--- src/rtl/sft_map.vh ---
// Register map, field positions and constants of the serial frame transmitter
`ifndef SFT_MAP_VH
`define SFT_MAP_VH

// Byte offsets
`define SFT_OFF_DATA      8'h00
`define SFT_OFF_STATUS    8'h04
`define SFT_OFF_CTRL      8'h08
`define SFT_OFF_FORMAT    8'h0c
`define SFT_OFF_BAUD      8'h10
`define SFT_ADDR_W        8

// Status fields
`define SFT_ST_BUF_FREE   0
`define SFT_ST_DONE       1
`define SFT_ST_BUSY       2
`define SFT_ST_DONE_W1C   32'h0000_0002

// Control fields
`define SFT_CT_TX_ON      0
`define SFT_CT_NINTH      1
`define SFT_CT_DOUBLE     2
`define SFT_CT_SYNC       3

// Format fields
`define SFT_FM_SIZE_LO    0
`define SFT_FM_SIZE_HI    2
`define SFT_FM_PAR_LO     3
`define SFT_FM_PAR_HI     4
`define SFT_FM_STOP       5
`define SFT_FMT_RESET     6'h03

// Baud divisor field
`define SFT_BAUD_W        12

// Character size codes
`define SFT_SIZE_5        3'h0
`define SFT_SIZE_6        3'h1
`define SFT_SIZE_7        3'h2
`define SFT_SIZE_8        3'h3
`define SFT_SIZE_9        3'h7

// Oversampling per bit
`define SFT_OVS_NORMAL    5'h10
`define SFT_OVS_DOUBLE    5'h08

// AXI responses
`define SFT_RESP_OKAY     2'h0
`define SFT_RESP_SLVERR   2'h2

`endif

--- src/rtl/sft_baud_gen.v ---
// Baud tick divider: one-cycle tick every divisor+1 clocks
`timescale 1ns/100ps
`default_nettype none
module sft_baud_gen #(
    parameter W = 12
) (
    // Clock and reset
    input  wire         aclk,
    input  wire         aresetn,
    // Control
    input  wire         reload,
    input  wire [W-1:0] divisor,
    // Output
    output reg          tick
);
    reg [W-1:0] cnt_q;

    always @(posedge aclk)
    begin
        if (!aresetn)
        begin
            cnt_q <= {W{1'b0}};
            tick  <= 1'b0;
        end
        else if (reload)
        begin
            cnt_q <= divisor;
            tick  <= 1'b0;
        end
        else if (cnt_q == {W{1'b0}})
        begin
            cnt_q <= divisor;
            tick  <= 1'b1;
        end
        else
        begin
            cnt_q <= cnt_q - {{(W-1){1'b0}}, 1'b1};
            tick  <= 1'b0;
        end
    end
endmodule
`default_nettype wire

--- src/rtl/sft_transmitter.v ---
// Serial frame transmitter with AXI4-Lite register slave
`timescale 1ns/100ps
`default_nettype none
`include "sft_map.vh"
module sft_transmitter #(
    parameter BAUD_W = 12
) (
    // Clock and reset
    input  wire        aclk,
    input  wire        aresetn,
    // AXI4-Lite write address
    input  wire [7:0]  s_axi_awaddr,
    input  wire        s_axi_awvalid,
    output reg         s_axi_awready,
    // AXI4-Lite write data
    input  wire [31:0] s_axi_wdata,
    input  wire [3:0]  s_axi_wstrb,
    input  wire        s_axi_wvalid,
    output reg         s_axi_wready,
    // AXI4-Lite write response
    output reg  [1:0]  s_axi_bresp,
    output reg         s_axi_bvalid,
    input  wire        s_axi_bready,
    // AXI4-Lite read address
    input  wire [7:0]  s_axi_araddr,
    input  wire        s_axi_arvalid,
    output reg         s_axi_arready,
    // AXI4-Lite read data
    output reg  [31:0] s_axi_rdata,
    output reg  [1:0]  s_axi_rresp,
    output reg         s_axi_rvalid,
    input  wire        s_axi_rready,
    // Serial pins
    input  wire        sync_clock_pin,
    input  wire        port_out,
    output reg         serial_out_pin,
    output reg         tx_pin_owned
);
    localparam ST_IDLE   = 3'h0;
    localparam ST_START  = 3'h1;
    localparam ST_DATA   = 3'h2;
    localparam ST_PARITY = 3'h3;
    localparam ST_STOP1  = 3'h4;
    localparam ST_STOP2  = 3'h5;

    // Number of data bits for a size code
    function [3:0] data_bits;
        input [2:0] code;
        begin
            case (code)
                `SFT_SIZE_5: data_bits = 4'h5;
                `SFT_SIZE_6: data_bits = 4'h6;
                `SFT_SIZE_7: data_bits = 4'h7;
                `SFT_SIZE_9: data_bits = 4'h9;
                default:     data_bits = 4'h8;
            endcase
        end
    endfunction

    // Mask of valid data bits for a size code
    function [8:0] data_mask;
        input [2:0] code;
        begin
            data_mask = ~(9'h1ff << data_bits(code));
        end
    endfunction

    // Registers
    reg               tx_on_bit_q;
    reg               tx_ninth_bit_q;
    reg               double_speed_sel_q;
    reg               sync_mode_q;
    reg [2:0]         char_size_sel_q;
    reg [1:0]         parity_mode_sel_q;
    reg               stop_count_sel_q;
    reg [BAUD_W-1:0]  baud_divisor_q;
    reg               tx_done_flag_q;

    reg [8:0]         buf_q;
    reg               buf_full_q;
    reg [8:0]         shift_q;
    reg [2:0]         state_q;
    reg [3:0]         bit_cnt_q;
    reg               par_q;
    reg [4:0]         ovs_q;
    reg               sync_prev_q;

    // AXI handshake state
    reg               aw_held_q;
    reg [7:0]         aw_addr_q;
    reg               w_held_q;
    reg [31:0]        w_data_q;
    reg [3:0]         w_strb_q;

    wire aw_fire = s_axi_awvalid && s_axi_awready;
    wire w_fire  = s_axi_wvalid && s_axi_wready;
    wire [7:0]  wr_addr = aw_held_q ? aw_addr_q : s_axi_awaddr;
    wire [31:0] wr_data = w_held_q ? w_data_q : s_axi_wdata;
    wire [3:0]  wr_strb = w_held_q ? w_strb_q : s_axi_wstrb;
    wire have_aw = aw_held_q || aw_fire;
    wire have_w  = w_held_q || w_fire;
    wire wr_go   = have_aw && have_w && !s_axi_bvalid;
    wire wr_lane0 = wr_go && wr_strb[0];

    wire wr_data_reg = wr_lane0 && (wr_addr == `SFT_OFF_DATA);
    wire wr_status   = wr_lane0 && (wr_addr == `SFT_OFF_STATUS);
    wire wr_ctrl     = wr_lane0 && (wr_addr == `SFT_OFF_CTRL);
    wire wr_format   = wr_lane0 && (wr_addr == `SFT_OFF_FORMAT);
    wire wr_baud     = wr_go && (wr_addr == `SFT_OFF_BAUD);
    wire addr_ok     = (wr_addr == `SFT_OFF_DATA) || (wr_addr == `SFT_OFF_STATUS) ||
                       (wr_addr == `SFT_OFF_CTRL) || (wr_addr == `SFT_OFF_FORMAT) ||
                       (wr_addr == `SFT_OFF_BAUD);

    // Format change detection aborts the frame in flight
    wire [5:0] fmt_new = wr_data[5:0];
    wire fmt_change = wr_format &&
        (fmt_new != {stop_count_sel_q, parity_mode_sel_q, char_size_sel_q});

    // Bit-rate enable
    wire baud_tick;
    sft_baud_gen #(
        .W       (BAUD_W)
    ) u_baud (
        .aclk    (aclk),
        .aresetn (aresetn),
        .reload  (wr_baud),
        .divisor (baud_divisor_q),
        .tick    (baud_tick)
    );

    // Sync pin edge; data changes on rising edge
    wire sync_rise = sync_clock_pin && !sync_prev_q;
    wire [4:0] ovs_len = double_speed_sel_q ? `SFT_OVS_DOUBLE : `SFT_OVS_NORMAL;
    wire async_bit = baud_tick && (ovs_q == 5'h01);
    wire bit_en = sync_mode_q ? sync_rise : async_bit;

    wire frame_end = bit_en && ((state_q == ST_STOP2) ||
                     (state_q == ST_STOP1 && !stop_count_sel_q));
    // Sync mode waits for a bit clock edge so the start bit is whole
    wire load_shift = buf_full_q && tx_on_bit_q &&
                      ((state_q == ST_IDLE && (bit_en || !sync_mode_q)) || frame_end);
    wire parity_on_bit = parity_mode_sel_q[1];

    always @(posedge aclk)
    begin
        if (!aresetn)
            sync_prev_q <= 1'b0;
        else
            sync_prev_q <= sync_clock_pin;
    end

    always @(posedge aclk)
    begin
        if (!aresetn)
            ovs_q <= `SFT_OVS_NORMAL;
        else if (state_q == ST_IDLE || wr_baud)
            ovs_q <= ovs_len;
        else if (baud_tick)
            ovs_q <= (ovs_q == 5'h01) ? ovs_len : ovs_q - 5'h01;
    end

    // Configuration registers
    always @(posedge aclk)
    begin
        if (!aresetn)
        begin
            tx_on_bit_q        <= 1'b0;
            tx_ninth_bit_q     <= 1'b0;
            double_speed_sel_q <= 1'b0;
            sync_mode_q        <= 1'b0;
            char_size_sel_q    <= `SFT_SIZE_8;
            parity_mode_sel_q  <= 2'h0;
            stop_count_sel_q   <= 1'b0;
            baud_divisor_q     <= {BAUD_W{1'b0}};
        end
        else
        begin
            if (wr_ctrl)
            begin
                tx_on_bit_q        <= wr_data[`SFT_CT_TX_ON];
                tx_ninth_bit_q     <= wr_data[`SFT_CT_NINTH];
                double_speed_sel_q <= wr_data[`SFT_CT_DOUBLE];
                sync_mode_q        <= wr_data[`SFT_CT_SYNC];
            end
            if (wr_format)
            begin
                char_size_sel_q   <= wr_data[`SFT_FM_SIZE_HI:`SFT_FM_SIZE_LO];
                parity_mode_sel_q <= wr_data[`SFT_FM_PAR_HI:`SFT_FM_PAR_LO];
                stop_count_sel_q  <= wr_data[`SFT_FM_STOP];
            end
            if (wr_baud)
                baud_divisor_q <= wr_data[BAUD_W-1:0];
        end
    end

    // Transmit buffer and frame engine
    always @(posedge aclk)
    begin
        if (!aresetn)
        begin
            buf_q          <= 9'h000;
            buf_full_q     <= 1'b0;
            shift_q        <= 9'h000;
            state_q        <= ST_IDLE;
            bit_cnt_q      <= 4'h0;
            par_q          <= 1'b0;
            tx_done_flag_q <= 1'b0;
        end
        else
        begin
            // Data write fills the buffer; a load in the same cycle empties the old one
            if (wr_data_reg)
            begin
                buf_q      <= {tx_ninth_bit_q, wr_data[7:0]};
                buf_full_q <= 1'b1;
            end
            else if (load_shift)
                buf_full_q <= 1'b0;

            // Set beats a simultaneous W1C clear
            if (frame_end && !buf_full_q)
                tx_done_flag_q <= 1'b1;
            else if (wr_status && wr_data[`SFT_ST_DONE])
                tx_done_flag_q <= 1'b0;

            if (fmt_change)
                state_q <= ST_IDLE;
            else if (load_shift)
            begin
                shift_q   <= buf_q & data_mask(char_size_sel_q);
                par_q     <= ^(buf_q & data_mask(char_size_sel_q)) ^ parity_mode_sel_q[0];
                bit_cnt_q <= data_bits(char_size_sel_q);
                state_q   <= ST_START;
            end
            else if (bit_en)
            begin
                case (state_q)
                    ST_START:
                        state_q <= ST_DATA;
                    ST_DATA:
                    begin
                        shift_q   <= {1'b0, shift_q[8:1]};
                        bit_cnt_q <= bit_cnt_q - 4'h1;
                        if (bit_cnt_q == 4'h1)
                            state_q <= parity_on_bit ? ST_PARITY : ST_STOP1;
                    end
                    ST_PARITY:
                        state_q <= ST_STOP1;
                    ST_STOP1:
                        state_q <= stop_count_sel_q ? ST_STOP2 : ST_IDLE;
                    default:
                        state_q <= ST_IDLE;
                endcase
            end
        end
    end

    // Serial pin: transmitter owns it while enabled, and after disable until both buffer and shifter empty
    wire owned_d = tx_on_bit_q || buf_full_q || (state_q != ST_IDLE);
    reg line_d;
    always @*
    begin
        case (state_q)
            ST_START:  line_d = 1'b0;
            ST_DATA:   line_d = shift_q[0];
            ST_PARITY: line_d = par_q;
            default:   line_d = 1'b1;
        endcase
    end

    always @(posedge aclk)
    begin
        if (!aresetn)
        begin
            serial_out_pin <= 1'b1;
            tx_pin_owned   <= 1'b0;
        end
        else
        begin
            tx_pin_owned   <= owned_d;
            serial_out_pin <= owned_d ? line_d : port_out;
        end
    end

    // AXI write channel
    always @(posedge aclk)
    begin
        if (!aresetn)
        begin
            aw_held_q     <= 1'b0;
            aw_addr_q     <= 8'h00;
            w_held_q      <= 1'b0;
            w_data_q      <= 32'h0000_0000;
            w_strb_q      <= 4'h0;
            s_axi_awready <= 1'b0;
            s_axi_wready  <= 1'b0;
            s_axi_bvalid  <= 1'b0;
            s_axi_bresp   <= `SFT_RESP_OKAY;
        end
        else
        begin
            if (aw_fire && !wr_go)
            begin
                aw_held_q <= 1'b1;
                aw_addr_q <= s_axi_awaddr;
            end
            else if (wr_go)
                aw_held_q <= 1'b0;
            if (w_fire && !wr_go)
            begin
                w_held_q <= 1'b1;
                w_data_q <= s_axi_wdata;
                w_strb_q <= s_axi_wstrb;
            end
            else if (wr_go)
                w_held_q <= 1'b0;
            s_axi_awready <= !s_axi_awready && !aw_held_q && !aw_fire && !s_axi_bvalid && !wr_go;
            s_axi_wready  <= !s_axi_wready && !w_held_q && !w_fire && !s_axi_bvalid && !wr_go;
            if (wr_go)
            begin
                s_axi_bvalid <= 1'b1;
                s_axi_bresp  <= addr_ok ? `SFT_RESP_OKAY : `SFT_RESP_SLVERR;
            end
            else if (s_axi_bvalid && s_axi_bready)
                s_axi_bvalid <= 1'b0;
        end
    end

    // AXI read channel
    always @(posedge aclk)
    begin
        if (!aresetn)
        begin
            s_axi_arready <= 1'b0;
            s_axi_rvalid  <= 1'b0;
            s_axi_rdata   <= 32'h0000_0000;
            s_axi_rresp   <= `SFT_RESP_OKAY;
        end
        else
        begin
            s_axi_arready <= !s_axi_arready && !s_axi_rvalid && s_axi_arvalid;
            if (s_axi_arvalid && s_axi_arready)
            begin
                s_axi_rvalid <= 1'b1;
                s_axi_rresp  <= `SFT_RESP_OKAY;
                s_axi_rdata  <= 32'h0000_0000;
                if (s_axi_araddr == `SFT_OFF_DATA)
                    s_axi_rdata <= 32'h0000_0000;
                else if (s_axi_araddr == `SFT_OFF_STATUS)
                begin
                    s_axi_rdata[`SFT_ST_BUF_FREE] <= !buf_full_q;
                    s_axi_rdata[`SFT_ST_DONE]     <= tx_done_flag_q;
                    s_axi_rdata[`SFT_ST_BUSY]     <= (state_q != ST_IDLE);
                end
                else if (s_axi_araddr == `SFT_OFF_CTRL)
                    s_axi_rdata[3:0] <= {sync_mode_q, double_speed_sel_q, tx_ninth_bit_q, tx_on_bit_q};
                else if (s_axi_araddr == `SFT_OFF_FORMAT)
                    s_axi_rdata[5:0] <= {stop_count_sel_q, parity_mode_sel_q, char_size_sel_q};
                else if (s_axi_araddr == `SFT_OFF_BAUD)
                    s_axi_rdata[BAUD_W-1:0] <= baud_divisor_q;
                else
                    s_axi_rresp <= `SFT_RESP_SLVERR;
            end
            else if (s_axi_rvalid && s_axi_rready)
                s_axi_rvalid <= 1'b0;
        end
    end
endmodule
`default_nettype wire

--- config.mk ---
export PLATFORM = sky130hd
export DESIGN_NAME = sft_transmitter
export DESIGN_NICKNAME = d
export VERILOG_FILES = /design/src/rtl/sft_baud_gen.v /design/src/rtl/sft_transmitter.v
export VERILOG_INCLUDE_DIRS = /design/src /design/src/rtl
export SDC_FILE = /design/constraint.sdc
export NUM_CORES = 1
export LEC_CHECK = 0
export BUFFER_PORTS_ARGS = -buffer_cell sky130_fd_sc_hd__buf_2
export CAP_MARGIN = 20
export CORE_MARGIN = 2
export CORE_UTILIZATION = 25
export DETAILED_ROUTE_END_ITERATION = 6
export PLACE_DENSITY = 0.45
export SETUP_SLACK_MARGIN = 0.4
export SYNTH_ARGS = -nofsm -noshare
export SYNTH_HDL_FRONTEND = slang
export SYNTH_SLANG_ARGS = --single-unit
--- constraint.sdc ---
create_clock -name aclk -period 2.4 [get_ports aclk]
set_input_delay 0.48 -clock aclk [delete_from_list [all_inputs] [get_ports aclk]]
set_output_delay 0.48 -clock aclk [all_outputs]
set_load 0.05 [all_outputs]
Word-level counts from Yosys, hierarchy flattened
Cells that the tools add are included.

word-level totals
  bits in registers = 115
  bits of input ports = 61

cells by class
  add/sub/neg operators = 3
  equal/unequal tests = 21
  shift-type cells = 1
  mux-type cells = 54
  bitwise logic cells = 5
  reductions and logical operators = 84

operator list
  kind                                                 number
  two-way mux 12 bit                                   5
  two-way mux 9 bit                                    4
  logical AND 1 bit                                    35
  == test 8 x 4 -> 1 bit (second input constant)       4
  two-way mux 4 bit                                    7
  two-way mux 5 bit                                    4
  nonzero test 2 bit                                   9
  two-way mux 1 bit                                    17
  == test 8 x 3 -> 1 bit (second input constant)       2
  == test 8 x 5 -> 1 bit (second input constant)       2
  zero test 8 bit                                      2
  two-way mux 8 bit                                    2
  one-hot mux 4 bit (4 select lines)                   1
  zero test 1 bit                                      14
  zero test 12 bit                                     1
  logical OR 1 bit                                     12
  two-way mux 2 bit                                    6
  two-way mux 3 bit                                    4
  two-way mux 6 bit                                    2
  one-hot mux 3 bit (4 select lines)                   1
  subtractor 12 x 1 -> 12 bit (second input constant)  1
  bitwise AND 9 bit                                    1
  == test 3 x 2 -> 1 bit (second input constant)       3
  == test 3 bit (second input constant)                3
  20 further kinds                                     26

Depth between registers and ports, before layout
Gate-level depths: netlist of the first run.

  depth after elaboration = 15
  mapped depth = 10
  gate-level depth less buffers = 9

By module
A second synthesis of the first run with hierarchy kept.

second synthesis, totals
  cell total of the unflattened synthesis = 635
  area, all modules = 5582.9 um^2

by module, submodules not included
  module           times used  cells each  area each (um^2)  seq. area each (um^2)
  sft_transmitter  1           556         4917.2            2001.9
  sft_baud_gen     1           79          665.6             260.2

Least setup slack after synthesis of the first run
No wires, ideal clock.

  path kind = input to register
  from = input s_axi_awaddr[0]
  to = register bit_cnt_q[0]
  data arrival time = 2.304 ns
  data required time = 2.280 ns
  slack = -0.024 ns
  stages on the path = 7
  buffers on the path = 0
  path through = or4_4 > nor4_4 > o211ai_4 > a31oi_4 > nor2_2 > and3_1 > o31a_1

on the way
  longest elaborated chain between the ends = 6

ends and longest elaborated chain
  item                                     RTL line               text
  from (decl)                              sft_transmitter.v:12   input wire [7:0] s_axi_awaddr,
  two-way mux 8 bit                        sft_transmitter.v:97   wire [7:0] wr_addr = aw_held_q ? aw_addr_q : s_axi_awaddr;
  == test 8 x 4 -> 1 bit (no source line)  --
  logical AND 1 bit                        sft_transmitter.v:108  wire wr_format = wr_lane0 && (wr_addr == `SFT_OFF_FORMAT);
  logical AND 1 bit                        sft_transmitter.v:116  wire fmt_change = wr_format &&
  inverter 1 bit (no source line)          --
  AND reduction 3 bit (no source line)     --
  to (signal assigned)                     sft_transmitter.v:232  bit_cnt_q <= data_bits(char_size_sel_q);
  to (signal assigned)                     sft_transmitter.v:243  bit_cnt_q <= bit_cnt_q - 4'h1;
  to (decl)                                sft_transmitter.v:83   reg [3:0] bit_cnt_q;

No other way between the ends.
A chain may end at the register's enable or synchronous reset.

Final worst setup path of the first run
  from = register w_held_q
  to = register bit_cnt_q[0]

on the way
  longest elaborated chain between the ends = 8
  elaborated cells on any way between the ends = 11

ends and longest elaborated chain
  item                                                        RTL line               text
  from (decl)                                                 sft_transmitter.v:91   reg w_held_q;
  from (signal assigned)                                      sft_transmitter.v:292  w_held_q <= 1'b0;
  from (signal assigned)                                      sft_transmitter.v:311  w_held_q <= 1'b1;
  from (signal assigned)                                      sft_transmitter.v:316  w_held_q <= 1'b0;
  branches (longest 5 deep; another with two-way mux 12 bit)  --
  logical AND 1 bit *                                         sft_transmitter.v:116
  inverter 1 bit (no source line) *                           --
  AND reduction 3 bit (no source line) *                      --

Mark *: on every way between the ends.

==> results of run 1 <==
==> cells by family after synthesis <==
| family | Yosys count | synth area share, % |
|---|---|---|
| AO/OA/AOI/OAI | 128 | 17.4 |
| XOR/XNOR | 23 | 3.77 |
| adder cells (fa/ha/maj) | 6 | 1.31 |
| buffers and inverters | 70 | 6.20 |
| flip-flops | 113 | 39.6 |
| multiplexers | 57 | 10.2 |
| other | 1 | 0.0656 |
| AND/OR/NAND/NOR | 234 | 21.4 |
==> registers in the layout (all words and copies together), names as in the netlist, 5 cells and up <==
signal,flops
shift_q,9
baud_divisor_q,12
w_data_q,12
u_baud.cnt_q,12
s_axi_rdata,12
aw_addr_q,8
ovs_q,5
buf_q,9
==> layout make-up <==
class	instances	area (sq um)
clock buffer	21	480
clock inverter	10	133
fill	2352	15200
inverter	11	41.3
multi-input combinational	470	3380
sequential	113	2270
tap	285	357
timing repair buffer	98	678
==> layout by cell type, fill, tap and decap left out, types with 8 or more instances in the layout <==
master	instances
dfxtp_1	108
nand2_1	76
buf_2	58
mux2i_1	47
nor2b_1	46
nor2_1	33
buf_4	31
conb_1	22
o211a_1	21
clkbuf_16	19
a21boi_0	16
a21oi_1	14
a22oi_1	14
o21ai_0	13
xnor2_1	13
nor3_1	12
inv_1	8
nand3_1	8
==> metrics by stage <==
stage	cells	total power, mW
final	1008	5.82
after detailed placement	969	3.11
after global placement	969	3.11
after global routing	1008	6.11
after CTS	1001	5.79
after floorplan	653	2.93
==> power by group <==
group          switching [mW]  internal (mW)
Combinational           0.601          0.515
Clock                   0.887           1.73
Sequential             0.0975           1.99
Total                    1.59           4.23
==> worst paths after layout <==
kind	end	slack [ps]	from	cells after the start
max reg2reg	bit_cnt_q[0]	320	w_held_q	8
max	bit_cnt_q[0]	320	w_held_q	8
min reg2reg	s_axi_arready	440	s_axi_arready	1
min	sync_prev_q	270	sync_clock_pin	2
==> metal layers <==
metal | vias to the layer above | track usage (%) | share of wire (%) | wire (um)
met5 | - | 0 | 0 | 0
met4 | 0 | 3.80 | 1.0 | 145
met3 | 11 | 4.12 | 4.4 | 631
met2 | 72 | 18.4 | 44 | 6260
met1 | 2088 | 16.7 | 51 | 7340
li1 | 2345 | - | - | -
==> timing repair <==
action / 4_1_cts / 5_1_grt
cloned: 0 / 2
buffers inserted: 1 / 5
endpoints found under the setup margin: 37 / 39
gates resized for setup: 14 / 26
pin swaps: 6 / 10
==> critical path: cells and delay by family (launching register included) <==
family,cells,cell delay [ps]
simple gates,3,540
compound gates,2,410
flops,1,390
mux,1,330
xor+xnor,1,160
buf+inv,1,140
==> reports/qor.yml, run 1 <==
dp_slack_ps: -74.0
crit_type: "register to register"
grt_pass1_vias: 4308
slowest_delay_ps: 390
ys_seq_area_share_pct: 39.6
cp-end-kind: "register"
wl_per_cell_um: 14.3
port_buffers: 58
dp_hpwl_mm: 9.98
diodes: 0
syn2layout_area_growth_pct: 28.5
worstMarginPinSlew_ps: 521
totalWireLength_mm: 14.4
die_h_um: 155
fp.dieW_um: 155
antenna_left: 0
drt_iter0_markers: 167
hp-class: "primary input to register"
drive_gt1_share_pct: 25.7
stdcell_area_sq_um: 7340
vdd_drop_max_mv: 0.434
yosysWarnings: 0
slew_headroom_pct: 65.0
powerDensity_nw_per_um2: 792
synth_cells: 632
worstPathMaxFanout: 7
worstPathRequired_ps: 2710
avgSynthCellArea_sq_um: 9.04
leakage_nw: 3.21
setup_viol: 0
period_minus_slack_ps: 2080
start_kind: "register"
setup_ws_ps: 315
coreArea_sq_um: 22500
globalRouteOverflowTotal: 0
boundaryPins: 104
hold_slack_ps: 269
post-route-period-util_pct: 86.9
hold_buffers: 0
synth-seq-cells: 113
maxCapViolCount: 0
start_util_pct: 25.4
crit_path_top_delay_cell: "dfxtp_4"
max_freq_mhz: 480
clk_latency_ps: 420
outcome: "completed"
rows: 55
cts_buffer_depth: 2
final_util_pct: 32.6
cts_buffers: 17
cts_tree: "built"
placed_area_sq_um: 6470
hold_viol: 0
grt_max_degree: 101
synth_flop_cell: "dfxtp_1"
yosys.cell_types.count: 66
setup-tns-final_ps: 0
synth_top_area_share_pct: 39.6
fin_skew_ps: 8.88
dieArea_sq_um: 24100
grt_first_pass_wirelength_mm: 23.0
gr-usage-all-layers_pct: 12.3
crit_chain: "mux2_4, xor2_2, nor4_4, a31oi_4, nor2_4, buf_6, nor2_1, o31a_1"
synth_largest_area_cell: "dfxtp_1"
grt_setup_unrepaired: "yes"
synth_edf_count: 0
cts-root-buf: "clkbuf_16"
antenna_found_initial: 1
drt-vias-per-instance: 4.48
gp_congestion: 0.720
maxSlewViolCount: 0
synth_area_leaders: "dfxtp_1, mux2i_1, nor2b_1, nand2_1, o211a_1"
netlist_area_sq_um: 5710
ys_async_sr_fraction_pct: 0
clk_pin_slew_ps: 60
htreeDepth: 4
synthMostInstantiatedCell: "dfxtp_1"
drcViolationCount: 0
firstDrtPassIters: 4
cts_sinks: 113
arrival_ps: 2390
vias: 4516
synth_common_cells: "dfxtp_1, nand2_1, mux2i_1, nor2b_1, nor2_1"
nNetsFinal: 778
(Power assumes the default switching activity.)
==> run 2, diff against run 1 <==
==> constraint.sdc (replaced) <==
create_clock -name aclk -period 2.4 [get_ports aclk]
set_input_delay 0.48 -clock aclk [delete_from_list [all_inputs] [get_ports aclk]]
set_output_delay 0.48 -clock aclk [all_outputs]
set_load 0.1 [all_outputs]
==> run 2 against run 1 <==
Clock power down 4%. Setup slack better by 3.5 ps. Die area unchanged. Flip-flop and latch count unchanged. Critical path type unchanged. Critical endpoint is now state_q[2]. Largest cell class unchanged. Largest power group unchanged.
==> reports/qor.yml, run 2 (synthesis results as in run 1) <==
clk_latency_ps: 420  # about the same
slew_headroom_pct: 63.9  # -1.1 points
vias: 4589  # +1.6%
setup_viol: 0  # unchanged
worstPathMaxFanout: 6  # -1
boundaryPins: 104  # unchanged
outcome: "completed"
firstDrtPassIters: 4  # unchanged
max_freq_mhz: 481  # +0.17%
cp_num_buf_inv: 2  # +1
arrival_ps: 2430  # +40 ps
dp_hpwl_mm: 10.1  # +1.4%
dieArea_sq_um: 24100  # unchanged
hold_buffers: 0  # unchanged
wl_per_cell_um: 14.3  # +0.54%
placed_area_sq_um: 6510  # +0.66%
fin_cells: 1015  # +0.69%
vdd_drop_max_mv: 0.339  # -22%
crit_type: "register to register"
cts_sinks: 113  # unchanged
grt_setup_unrepaired: "yes"
diodes: 0  # unchanged
crit_chain: "mux2_4, xor2_2, nor4_2, buf_4, a31oi_4, buf_4, nand2b_1, nand2b_4, a21oi_1"
cts_tree: "built"
worstPathRequired_ps: 2750  # +40 ps
start_kind: "register"
drive_gt1_share_pct: 26.6  # +0.85 points
power_mw: 5.84  # +0.35%
hp-class: "primary input to register"
maxSlewViolCount: 0  # unchanged
maxCapViolCount: 0  # unchanged
hold_slack_ps: 279  # +9.07 ps
critical_path.top_delay_family: "simple AND/OR/NAND/NOR gates"
drt_iter0_markers: 220  # +32%
nFillCells: 2355  # +0.13%
start_util_pct: 25.4  # unchanged
stdcell_area_sq_um: 7360  # +0.29%
grt_max_degree: 101  # unchanged
rows: 55  # unchanged
layout_common_cells: "dfxtp_1, nand2_1, buf_2, mux2i_1, nor2b_1"
setup-tns-final_ps: 0  # unchanged
antenna_found_initial: 0  # -1
dp_slack_ps: -102  # -28.0 ps
cp-end-kind: "register"
cts_buffers: 17  # unchanged
final_util_pct: 32.7  # +0.095 points
grt_pass1_vias: 4322  # +0.32%
worstMarginPinSlew_ps: 538  # +16.8 ps
post-route-period-util_pct: 86.7  # -0.15 points
leakage_nw: 3.25  # +1.2%
drcViolationCount: 0  # unchanged
slowest_delay_ps: 380  # about the same
setup_ws_ps: 319  # +3.54 ps
syn2layout_area_growth_pct: 28.9
fp.dieW_um: 155  # unchanged
gp_congestion: 0.710  # -1.3%
nNetsFinal: 785  # +0.90%
die_h_um: 155  # unchanged
globalRouteOverflowTotal: 0  # unchanged
totalWireLength_mm: 14.6  # +1.2%
cts_buffer_depth: 2  # unchanged
grt_first_pass_wirelength_mm: 23.1  # +0.27%
fin_skew_ps: 7.73  # -1.15 ps
clk_pin_slew_ps: 50  # about the same
port_buffers: 58  # unchanged
cts-root-buf: "clkbuf_16"
mostFrequentLayoutCell: "dfxtp_1"
crit_top_cell: "buf_4"
htreeDepth: 4  # unchanged
antenna_left: 0  # unchanged
crit_path_top_delay_cell: "dfxtp_4"
gr-usage-all-layers_pct: 12.2  # -0.087 points
drt-vias-per-instance: 4.52  # +0.92%
coreArea_sq_um: 22500  # unchanged
place_inst: 974  # +0.52%
hold_viol: 0  # unchanged
powerDensity_nw_per_um2: 793  # about the same
period_minus_slack_ps: 2080  # -3.54 ps
run 2: cell types whose count changed in the layout (fill, tap and decap cells not counted), sizes merged:
cell	before	now
clkbuf	23	28
clkinv	5	4
buf	96	103
bufinv	3	2
clkinvlp	3	0
run 2: timing repair:
item	CTS	global route
buffers inserted	1	6
resized for setup	20	19
endpoints found under the setup margin	29	42
cloned	1	2
pin swaps	6	9
run 2: worst paths after layout:
path,start,endpoint,slack [ps],cells past startpoint
setup reg to reg,w_held_q,state_q[2],320,9
hold reg to reg,s_axi_arready,s_axi_arready,420,1
hold / removal,sync_clock_pin,sync_prev_q,280,2
setup / recovery,w_held_q,state_q[2],320,9
run 2: routing by layer:
metal / global-route usage, % / vias up / part of all wire [%]
met5: 0 / - / 0
met4: 3.15 / 0 / 0.73
met3: 3.87 / 10 / 4.4
met2: 18.2 / 86 / 44
met1: 17.1 / 2133 / 51
li1: - / 2360 / -
run 2: power by group:
group          switching, mW  internal (mW)
logic                  0.708          0.530
registers              0.100           1.99
clock network          0.853           1.65
run 2: layout make-up:
type	instances	area, sq um	share of cell area, %
Multi-Input combinational cell	470	3380	45.9
Clock inverter	5	75.1	1.02
Inverter	11	41.3	0.561
Clock buffer	26	509	6.92
Tap cell	285	357	4.84
Timing Repair Buffer	105	724	9.84
Sequential cell	113	2270	30.9
run 2: worst reg2reg max path: stages, from the launching register on:
cell      delay [ps]
dfxtp_4          380
mux2_4           330
xor2_2           150
nor4_2           270
buf_4            160
a31oi_4          100
buf_4            180
nand2b_1         160
nand2b_4         160
a21oi_1          110
==> run 3, diff against run 2 <==
--- a/config.mk
+++ b/config.mk
@@ -8,6 +8,7 @@
 export LEC_CHECK = 0
 export BUFFER_PORTS_ARGS = -buffer_cell sky130_fd_sc_hd__buf_2
 export CAP_MARGIN = 20
+export CORE_ASPECT_RATIO = 2
 export CORE_MARGIN = 2
 export CORE_UTILIZATION = 25
 export DETAILED_ROUTE_END_ITERATION = 6
==> run 3 against run 2 <==
Flip-flop and latch count stayed put. Cell area down 1.7%. Worst hold slack improved by 1.7 ps. Sequential share of layout area is 0.49 points higher. Critical endpoint is now bit_cnt_q[0]. Global-route usage up 0.72 points. Final cell count shrank 0.69%. Largest cell class unchanged. Clock skew fell by 1.5 ps. Combinational power about the same.
==> reports/qor.yml, run 3 (synthesis results as in run 1) <==
syn2layout_area_growth_pct: 26.7
max_freq_mhz: 454  # -5.6%
antenna_left: 0  # unchanged
drcViolationCount: 0  # unchanged
cts-root-buf: "clkbuf_16"
powerDensity_nw_per_um2: 813  # +2.5%
hp-class: "primary input to register"
firstDrtPassIters: 4  # unchanged
start_util_pct: 25.3  # -0.046 points
die_h_um: 218  # +40%
drt-vias-per-instance: 4.62  # +2.2%
nNetsFinal: 782  # -0.38%
globalRouteOverflowTotal: 0  # unchanged
top_layer: "met4"
vdd_drop_max_mv: 0.422  # +25%
drt_iter0_markers: 170  # -23%
grt_first_pass_wirelength_mm: 24.1  # +4.6%
crit_type: "register to register"
fp.dieW_um: 111  # -29%
cts_buffers: 17  # unchanged
arrival_ps: 2510  # +80 ps
placed_area_sq_um: 6510  # about the same
dp_hpwl_mm: 11.4  # +13%
drive_gt1_share_pct: 25.1  # -1.4 points
setup_viol: 0  # unchanged
wl_per_cell_um: 15.2  # +5.7%
worstMarginPinSlew_ps: 552  # +14.0 ps
r2r_start: "w_held_q"
fin_skew_ps: 6.23  # -1.50 ps
comb_power_share_pct: 20.9  # -0.3 points
outcome: "completed"
switching_share_pct: 28.9  # +0.39 points
diodes: 0  # unchanged
period_minus_slack_ps: 2200  # +124 ps
clk_pin_slew_ps: 50  # about the same
cts_sinks: 113  # unchanged
clk_latency_ps: 420  # about the same
vias: 4657  # +1.5%
grt_max_degree: 41  # -59%
worstPathMaxFanout: 5  # -1
hp-start: "sync_clock_pin"
layout_common_cells: "dfxtp_1, nand2_1, buf_2, mux2i_1, nor2b_1"
grt_pass1_vias: 4510  # +4.3%
leakage_nw: 3.19  # -1.7%
wl_met1_mm: 5.67  # -24%
cts_buffer_depth: 2  # unchanged
antenna_found_initial: 0  # unchanged
start_kind: "register"
met3_length_um: 602  # -6.8%
coreArea_sq_um: 22500  # +0.18%
dieArea_sq_um: 24200  # +0.30%
worstPathRequired_ps: 2710  # -40 ps
p_clk_share_pct: 43.7  # +0.8 points
slew_headroom_pct: 62.9  # -0.94 points
p_seq_share_pct: 35.4  # -0.4 points
maxSlewViolCount: 0  # unchanged
post-route-period-util_pct: 91.9  # +5.2 points
stdcell_area_sq_um: 7240  # -1.7%
gp_congestion: 0.751  # +5.7%
port_buffers: 58  # unchanged
intPower_mw: 4.19  # +0.26%
cts_tree: "built"
hold_viol: 0  # unchanged
setup-tns-final_ps: 0  # unchanged
totalWireLength_mm: 15.3  # +4.9%
hold_buffers: 0  # unchanged
htreeDepth: 4  # unchanged
grt_setup_unrepaired: "yes"
cp-end-kind: "register"
gr-usage-all-layers_pct: 12.9  # +0.72 points
timing.critical_path.from: "w_held_q"
boundaryPins: 104  # unchanged
rows: 78  # +42%
nFillCells: 2371  # +0.68%
wl_met2_mm: 8.48  # +34%
mostFrequentLayoutCell: "dfxtp_1"
maxCapViolCount: 0  # unchanged
p_sw_mw: 1.70  # +2.2%
## run 3: power by group through the flow
stage | clock (mW) | combinational, mW | sequential, mW
6_report | 2.57 | 1.23 | 2.08
4_1_cts | 2.63 | 1.17 | 2.08
5_1_grt | 2.72 | 1.34 | 2.10
3_5_place_dp | 0 | 1.13 | 2.11
3_3_place_gp | 0 | 1.13 | 2.11
2_1_floorplan | 0 | 0.879 | 2.16
## run 3: timing repair
action,CTS,global route
setup endpoints to repair,19,41
gates resized for setup,10,12
cloned,0,0
setup buffers,4,4
pin swaps,5,7
## run 3: area by class of cell
type / instances / area [sq um] / share of cell area, %
tap: 280 / 350 / 4.84
timing repair buffer: 102 / 678 / 9.37
inverter: 11 / 41.3 / 0.570
multi-input combinational: 470 / 3300 / 45.6
clock inverter: 10 / 134 / 1.85
sequential: 113 / 2270 / 31.4
clock buffer: 22 / 464 / 6.41
## run 3: worst max-delay path, cell delays in order, from the launching register on
cell	delay, ps
dfxtp_4	380
buf_6	100
mux2_4	320
xor2_1	160
nor4_2	290
buf_4	160
a31oi_4	100
nor2_4	140
buf_6	140
nor2_2	30
o31a_1	260
## run 3: per-stage QoR
step	cells	util, %	worst slack, ps	power [mW]	hold slack [ps]
6_report	1008	32.1	195	5.88	280
5_1_grt	1008	32.1	95.5	6.16	282
4_1_cts	1004	31.8	165	5.88	266
3_5_place_dp	968	28.9	-118	3.25	410
3_3_place_gp	968	28.9	-107	3.24	406
2_1_floorplan	653	-	-22.8	3.04	429
## run 3: path summary, 6_finish.rpt
kind	endpoint	slack, ps	cells past startpoint
setup / recovery	bit_cnt_q[0]	200	10
hold / removal	sync_prev_q	280	2
setup reg to reg	bit_cnt_q[0]	200	10
hold reg to reg	s_axi_arready	410	1
## run 3: layer usage
metal	track usage (%)	vias up
li1	-	2346
met1	12.4	2178
met2	24.9	106
met3	3.20	27
met4	7.00	0
met5	0	-
